--- src/include/sp_pkg.sv ---
// package: constants and types of the serial port configuration block
package sp_pkg;

  // ---------------------------------------------------------------
  // register offsets
  // ---------------------------------------------------------------
  localparam logic [14:0] REG_PRIMARY   = 15'h0000;
  localparam logic [14:0] REG_SECONDARY = 15'h0001;
  localparam logic [14:0] REG_CHIP      = 15'h0003;
  localparam logic [14:0] REG_ID_LOW    = 15'h0004;
  localparam logic [14:0] REG_ID_HIGH   = 15'h0005;

  // ---------------------------------------------------------------
  // field positions
  // ---------------------------------------------------------------
  localparam int FW_BIT        = 3;  // primary: four-wire select
  localparam int ASC_BIT       = 2;  // primary: address ascend
  localparam int LSB_BIT       = 1;  // primary: low bit leading
  localparam int SELF_RST_BIT  = 0;  // primary: self-clearing reset
  localparam int ONE_INSTR_BIT = 7;  // secondary: single instruction
  localparam int PAUSE_BIT     = 6;  // secondary: select line pause
  localparam int RSVD_MSB      = 5;  // secondary: reserved r/w field
  localparam int RSVD_LSB      = 3;
  localparam int SEC_RST_BIT   = 2;  // secondary: secondary reset
  localparam int PRI_RST_BIT   = 1;  // secondary: primary reset

  // index of each reset line in the pulse vector
  localparam int RST_SELF = 0;
  localparam int RST_PRI  = 1;
  localparam int RST_SEC  = 2;
  localparam int RST_N    = 3;

  // ---------------------------------------------------------------
  // identity defaults (values arbitrary, neutral)
  // ---------------------------------------------------------------
  localparam logic [7:0]  CHIP_CATEGORY_DEFAULT = 8'h5A;
  localparam logic [15:0] PART_IDENT_DEFAULT    = 16'hC3A5;

  // ---------------------------------------------------------------
  // timing
  // ---------------------------------------------------------------
  localparam int CLK_PERIOD_NS      = 25;
  localparam int RESET_PULSE_NS     = 100;
  localparam int RESET_PULSE_CYCLES =
    (RESET_PULSE_NS + CLK_PERIOD_NS - 1) / CLK_PERIOD_NS;
  localparam int RST_CNT_W          = 3;

  // ---------------------------------------------------------------
  // types
  // ---------------------------------------------------------------
  typedef enum logic [2:0] {
    PH_IDLE  = 3'h1,
    PH_INSTR = 3'h2,
    PH_DATA  = 3'h4
  } sp_phase_type;

  typedef struct packed {
    logic       four_wire_select;
    logic       address_ascend;
    logic       low_bit_leading;
    logic       one_instruction_only;
    logic       select_line_pause;
    logic [2:0] reserved_rw;
  } sp_cfg_type;

  localparam sp_cfg_type CFG_RESET = sp_cfg_type'(8'h00);

  typedef struct packed {
    logic sclk;
    logic cs_n;
    logic sdio_in;
  } sp_pins_in_type;

  typedef struct packed {
    logic sdio_out;
    logic sdio_oe;
    logic sdo_out;
    logic sdo_oe;
  } sp_pins_out_type;

  typedef struct packed {
    logic                              sclk_s1;
    logic                              sclk_s2;
    logic                              sclk_prev;
    logic                              cs_s1;
    logic                              cs_s2;
    logic                              sdi_s1;
    logic                              sdi_s2;
    sp_phase_type                      phase;
    logic [3:0]                        bit_cnt;
    logic [15:0]                       shift;
    logic                              rw;
    logic [14:0]                       addr;
    logic [7:0]                        tx;
    logic                              done;
    sp_cfg_type                        cfg;
    logic [RST_N-1:0]                  req;
    logic [RST_N-1:0]                  pulse;
    logic [RST_N-1:0][RST_CNT_W-1:0]   cnt;
    sp_pins_out_type                   pins;
  } sp_state_type;

endpackage

--- src/design/sp_port_config.sv ---
// serial control port with its configuration and identity registers
`timescale 1ns/1ps
module sp_port_config
  import sp_pkg::*;
#(
  parameter logic [7:0]  CHIP_CATEGORY = sp_pkg::CHIP_CATEGORY_DEFAULT,
  parameter logic [15:0] PART_IDENT    = sp_pkg::PART_IDENT_DEFAULT
) (
  // clock and reset
  input  wire logic                    clk,
  input  wire logic                    reset_n,
  // serial port pins
  input  wire sp_pkg::sp_pins_in_type  pins_in,
  output sp_pkg::sp_pins_out_type      pins_out,
  // configuration seen by the rest of the device
  output sp_pkg::sp_cfg_type           cfg,
  // reset lines: self-clearing, primary, secondary
  output logic [sp_pkg::RST_N-1:0]     reset_lines
);
  import sp_pkg::*;

  localparam logic [RST_CNT_W-1:0] PULSE_LAST =
    RST_CNT_W'(RESET_PULSE_CYCLES - 1);

  sp_state_type s;
  sp_state_type n;

  // ---------------------------------------------------------------
  // read decode
  // ---------------------------------------------------------------
  // used for the first byte and every streamed byte
  function automatic logic [7:0] rd_byte(input logic [14:0] a,
                                         input sp_state_type st);
    logic [7:0] v;
    v = 8'h00;
    if (a == REG_PRIMARY) begin
      v = {st.req[RST_SELF], st.cfg.low_bit_leading,
           st.cfg.address_ascend, st.cfg.four_wire_select,
           st.cfg.four_wire_select, st.cfg.address_ascend,
           st.cfg.low_bit_leading, st.req[RST_SELF]};
    end else if (a == REG_SECONDARY) begin
      v = {st.cfg.one_instruction_only, st.cfg.select_line_pause,
           st.cfg.reserved_rw, st.req[RST_SEC], st.req[RST_PRI],
           1'h0};
    end else if (a == REG_CHIP) begin
      v = CHIP_CATEGORY;
    end else if (a == REG_ID_LOW) begin
      v = PART_IDENT[7:0];
    end else if (a == REG_ID_HIGH) begin
      v = PART_IDENT[15:8];
    end
    return v;
  endfunction

  // ---------------------------------------------------------------
  // next state
  // ---------------------------------------------------------------
  always_comb begin
    logic        rise;
    logic        fall;
    logic        sel;
    logic        lsb;
    logic        do_write;
    logic        obit;
    logic [7:0]  byte_in;
    logic [15:0] word_in;
    logic [2:0]  bidx;
    logic [RST_N-1:0] set_req;
    rise     = 1'h0;
    fall     = 1'h0;
    sel      = 1'h0;
    lsb      = 1'h0;
    do_write = 1'h0;
    obit     = 1'h0;
    byte_in  = 8'h00;
    word_in  = 16'h0000;
    bidx     = 3'h0;
    set_req  = '0;
    n = s;
    // two-flop synchronisers; only the second stage is looked at
    n.sclk_s1   = pins_in.sclk;
    n.sclk_s2   = s.sclk_s1;
    n.sclk_prev = s.sclk_s2;
    n.cs_s1     = pins_in.cs_n;
    n.cs_s2     = s.cs_s1;
    n.sdi_s1    = pins_in.sdio_in;
    n.sdi_s2    = s.sdi_s1;
    rise = s.sclk_s2 & ~s.sclk_prev;
    fall = ~s.sclk_s2 & s.sclk_prev;
    sel  = ~s.cs_s2;
    lsb  = s.cfg.low_bit_leading;

    if (!sel) begin
      // deselected: release the data lines at once
      n.pins.sdio_oe = 1'h0;
      n.pins.sdo_oe  = 1'h0;
      // with pausing on, a gap at a byte boundary keeps the stream
      if (!(s.cfg.select_line_pause && s.phase == PH_DATA &&
            s.bit_cnt == 4'h0)) begin
        n.phase = PH_IDLE;
      end
    end else begin
      case (s.phase)
        PH_IDLE: begin
          n.phase   = PH_INSTR;
          n.bit_cnt = 4'h0;
          n.done    = 1'h0;
        end
        PH_INSTR: begin
          if (rise) begin
            // lsb-first fills from the top so the word lands unreversed
            word_in = lsb ? {s.sdi_s2, s.shift[15:1]}
                          : {s.shift[14:0], s.sdi_s2};
            n.shift   = word_in;
            n.bit_cnt = s.bit_cnt + 4'h1;
            if (s.bit_cnt == 4'hF) begin
              n.phase   = PH_DATA;
              n.bit_cnt = 4'h0;
              n.rw      = word_in[15];
              n.addr    = word_in[14:0];
              n.tx      = rd_byte(word_in[14:0], s);
            end
          end
        end
        PH_DATA: begin
          if (rise) begin
            byte_in = lsb ? {s.sdi_s2, s.shift[7:1]}
                          : {s.shift[6:0], s.sdi_s2};
            n.shift   = {8'h00, byte_in};
            n.bit_cnt = s.bit_cnt + 4'h1;
            if (s.bit_cnt == 4'h7) begin
              n.bit_cnt = 4'h0;
              do_write  = ~s.rw & ~s.done;
              if (s.cfg.one_instruction_only) begin
                n.done = 1'h1;
              end else begin
                n.addr = s.cfg.address_ascend ? s.addr + 15'h0001
                                              : s.addr - 15'h0001;
                n.tx   = rd_byte(n.addr, s);
              end
            end
          end
          // read bits change on the falling edge, ahead of host sampling
          if (fall) begin
            bidx = lsb ? s.bit_cnt[2:0] : 3'h7 - s.bit_cnt[2:0];
            obit = s.tx[bidx];
            if (s.rw && !s.done) begin
              if (s.cfg.four_wire_select) begin
                n.pins.sdo_out = obit;
                n.pins.sdo_oe  = 1'h1;
                n.pins.sdio_oe = 1'h0;
              end else begin
                n.pins.sdio_out = obit;
                n.pins.sdio_oe  = 1'h1;
                n.pins.sdo_oe   = 1'h0;
              end
            end else begin
              n.pins.sdio_oe = 1'h0;
              n.pins.sdo_oe  = 1'h0;
            end
          end
        end
        default: begin
          n.phase = PH_IDLE;
        end
      endcase
    end

    // self-clearing reset bits: request, timed pulse, then clear
    for (int i = 0; i < RST_N; i++) begin
      if (s.pulse[i]) begin
        if (s.cnt[i] == '0) begin
          n.pulse[i] = 1'h0;
          n.req[i]   = 1'h0;
          if (i == RST_SELF) begin
            n.cfg = CFG_RESET;
          end
        end else begin
          n.cnt[i] = s.cnt[i] - {{(RST_CNT_W-1){1'h0}}, 1'h1};
        end
      end else if (s.req[i]) begin
        n.pulse[i] = 1'h1;
        n.cnt[i]   = PULSE_LAST;
      end
    end

    // register write at the end of a data byte; wins over the restore
    if (do_write) begin
      if (s.addr == REG_PRIMARY) begin
        // copy bits 7..4 are read-only and ignored
        n.cfg.four_wire_select = byte_in[FW_BIT];
        n.cfg.address_ascend   = byte_in[ASC_BIT];
        n.cfg.low_bit_leading  = byte_in[LSB_BIT];
        set_req[RST_SELF]      = byte_in[SELF_RST_BIT];
      end else if (s.addr == REG_SECONDARY) begin
        n.cfg.one_instruction_only = byte_in[ONE_INSTR_BIT];
        n.cfg.select_line_pause    = byte_in[PAUSE_BIT];
        n.cfg.reserved_rw          = byte_in[RSVD_MSB:RSVD_LSB];
        set_req[RST_SEC]           = byte_in[SEC_RST_BIT];
        set_req[RST_PRI]           = byte_in[PRI_RST_BIT];
      end
      // identity and unmapped offsets take no write
    end
    // a new request in the finishing cycle is kept, not lost
    n.req = n.req | set_req;
  end

  // ---------------------------------------------------------------
  // state register
  // ---------------------------------------------------------------
  always_ff @(posedge clk or negedge reset_n) begin
    if (!reset_n) begin
      s       <= '0;
      s.phase <= PH_IDLE;
      s.cs_s1 <= 1'h1;
      s.cs_s2 <= 1'h1;
      s.cfg   <= CFG_RESET;
    end else begin
      s <= n;
    end
  end

  // outputs come straight from the state register
  assign pins_out    = s.pins;
  assign cfg         = s.cfg;
  assign reset_lines = s.pulse;

endmodule

--- config.mk ---
export PLATFORM = sky130hd
export DESIGN_NAME = sp_port_config
export DESIGN_NICKNAME = d
export VERILOG_FILES = /design/src/include/sp_pkg.sv /design/src/design/sp_port_config.sv
export SDC_FILE = /design/constraint.sdc
export NUM_CORES = 1
export LEC_CHECK = 0
export ABC_CLOCK_PERIOD_IN_PS = 3400
export CAP_MARGIN = 20
export CORE_MARGIN = 2
export CORE_UTILIZATION = 45
export DETAILED_ROUTE_END_ITERATION = 8
export DONT_BUFFER_PORTS = 1
export PLACE_DENSITY = 0.67
export SLEW_MARGIN = 5
export SYNTH_ARGS = -nofsm -noshare
export SYNTH_HDL_FRONTEND = slang
export SYNTH_SLANG_ARGS = --single-unit
--- constraint.sdc ---
create_clock -name clk -period 3.4 [get_ports clk]
set_clock_uncertainty 0.2 [all_clocks]
set_input_delay 0.34 -clock clk [delete_from_list [all_inputs] [get_ports clk]]
set_output_delay 0.34 -clock clk [all_outputs]
set_load 0.01 [all_outputs]
==> impl_metrics.yaml <==
outcome:
  status: "completed"
placed_design:
  dp_cells: 680
  portBuffers: 0
  postPlaceCellArea_um2: 5213
  pre_cts_ws_ps: 302.7
  hpwl_um: 9066
  gp_congestion: 0.8919
detailed_routing:
  antenna_left: 0
  via_count: 4211
  via_per_inst: 6.007
  wl_per_cell_um: 18.19
  firstDrtPassIters: 5
  routed_wl_um: 12750
  drt_iter0_markers: 348
  drc: 0
clocking:
  root_buffer: "clkbuf_16"
  cts_made_buffers: 9
  clk_pin_slew_ps: 70
  htreeDepth: 3
  cts_tree: "built"
  cts_num_sinks: 82
  cts_setup_buffers: 0
  worstSkewPairLatency_ps: 350
  clockBufferDepth: 2
global_route:
  grt.met2_usage_pct: 32.28
  gr-max-usage-layer: "met2"
  grt_max_degree: 83
  antenna_found_initial: 0
  grt_first_pass_wirelength_um: 21270
  grt_util_met1_pct: 31.89
  met3_usage_pct: 4.300
  grt_pass1_vias: 4040
  track_usage_pct: 21.42
  grt_remaining_overflow: 0
power_and_ir_drop:
  vdd_drop_max_uv: 333.3
  p_total_mw: 2.098
  p_per_area_nw_per_um2: 376.4
  total_leakage_power_nw: 2.222
timing:
  maxSlewViolCount: 0
  worst_pin_slew_ps: 1020
  setup-tns-final_ps: 0
  finalWorstSetupSlack_ps: 243.2
  hold_violations: 0
  period_share_pct: 92.85
  min_period_ps: 3157
  setup_viol: 0
  fmax_mhz: 316.8
  hold_slack_ps: 149.6
  relSlewSlack_pct: 31.98
  rsz0062_at_grt: "no"
setup_path:
  crit_path_start: "s[36]"
  critPathLaunchType: "register"
  required_ps: 3390
  reg2reg_from: "s[36]"
  path_cells: "inv_1 -> ha_1 -> or4b_1 -> or4_1 -> nand2_1 -> nor3_1 -> a21oi_1 -> o31ai_1"
  critPathMaxStageDelay_ps: 640
  r2r_setup_slack_ps: 240
  r2r-end: "s[28]"
  cp_num_buf_inv: 1
  crit_cells: 8
  cp-end-kind: "register"
  slowest_stage: "a21oi_1"
  worstPathArrival_ps: 3150
  crit_fanout: 8
  crit_family: "simple AND/OR/NAND/NOR gates"
  worstRegToRegCells: 8
  path_class: "reg2reg"
  crit_path_end: "s[28]"
die:
  start_util_pct: 45.87
  dieWidth_um: 111.7
  fp.coreArea_um2: 11370
  die_area_um2: 12470
  io_pins: 20
  die_h_um: 111.7
  rows: 39
synthesis:
  synth_cells: 578
  synth.avg_cell_area_um2: 9.022
  synth_area_leader_cell: "dfrtp_1"
  synth_top_area_share_pct: 37.91
  async_flop_share_pct: 100.0
  synth.cell_area_um2: 5215
  synth_edf_count: 0
  syn_nets: 594
  ys_warn_count: 0
  yosys.cell_types.count: 63
  synth_flop_cell: "dfrtp_1"
  yosysSeqAreaShare_pct: 39.42
  ys_seq_elements: 82
  synth_area_leaders: "dfrtp_1 (38%), mux2i_1 (5.2%), o21ai_0 (5.2%)"
finish:
  synthToLayoutAreaGrowth_pct: 6.886
  mostFrequentLayoutCells: "dfrtp_1 (79), nand2_1 (64), o21ai_0 (54), nor2_1 (43), mux2i_1 (27)"
  finalCoreUtilization_pct: 49.03
  drive_above_1_share_pct: 9.677
  layout_commonest_cell: "dfrtp_1"
  fin_cells: 701
  multi_input_area_um2: 2839
  nNetsFinal: 569
  regArea_um2: 2056
  n_fill_cell: 1056
  antenna_cells: 0
  stdcell_area_um2: 5574
run:
  max-cap-violations: 0
min_path:
  hold_class: "reg2reg"
[Yosys cell counts (all sizes together) (7+ instances only)]
cell type	instances
dfrtp	79
nand2	64
o21ai	55
nor2	43
clkbuf	31
mux2i	27
a21oi	21
buf	21
nor3	20
o31ai	18
inv	15
or3	12
ha	11
nor4	11
nand2b	10
and2	8
mux2	8
nand3	8
nand3b	7
nor2b	7
[what timing repair did]
item | CTS | global route
hold endpoints to repair | 85 | 0
resized for setup | 0 | 0
hold buffers | 5 | 0
[power by group]
| part | internal (mW) | switching, mW | leakage (nW) |
|---|---|---|---|
| Clock | 0.530 | 0.436 | 0.146 |
| Sequential | 0.992 | 0.0233 | 1.12 |
| Combinational | 0.0383 | 0.0772 | 0.954 |
| Total | 1.56 | 0.537 | 2.22 |
[logic make-up after synthesis]
family | Yosys count | share of synthesized area [%]
buf+inv | 67 | 6.142
fa+ha+maj | 11 | 2.639
xor+xnor | 7 | 1.176
simple gates | 220 | 22.19
flops | 82 | 39.42
mux | 40 | 9.069
compound gates | 151 | 19.36
[worst min path at each step]
stage	startpoint	slack, ps	cells after the start	end
3_5_place_dp	reset_n	-150	0	s[47]
4_1_cts	n[75]	150	0	s[75]
2_1_floorplan	reset_n	-160	0	cfg[0]
3_3_place_gp	reset_n	-150	0	s[44]
5_1_grt	n[75]	160	0	s[75]
6_report	n[75]	150	0	s[75]
[per-layer routing]
layer | up-vias | share of wire, %
met5 | - | 0
met4 | 0 | 1.3
met3 | 18 | 6.5
met2 | 129 | 45
met1 | 2013 | 48
li1 | 2051 | -
[registers in the layout, indices dropped and copies added (netlist names)]
register	flops
reset_lines	3
cfg	8
n	4
pins_out	4
s	63
[final cells by class]
type	count	share of cell area [%]
repair buffers	16	2.694
well taps	143	3.210
inverters	15	1.010
clock buffers	10	4.287
multi-input cells	429	50.93
flip-flops and latches	82	36.88
clock inverters	6	0.9877
No activity file was read; power rests on OpenSTA's default activity.
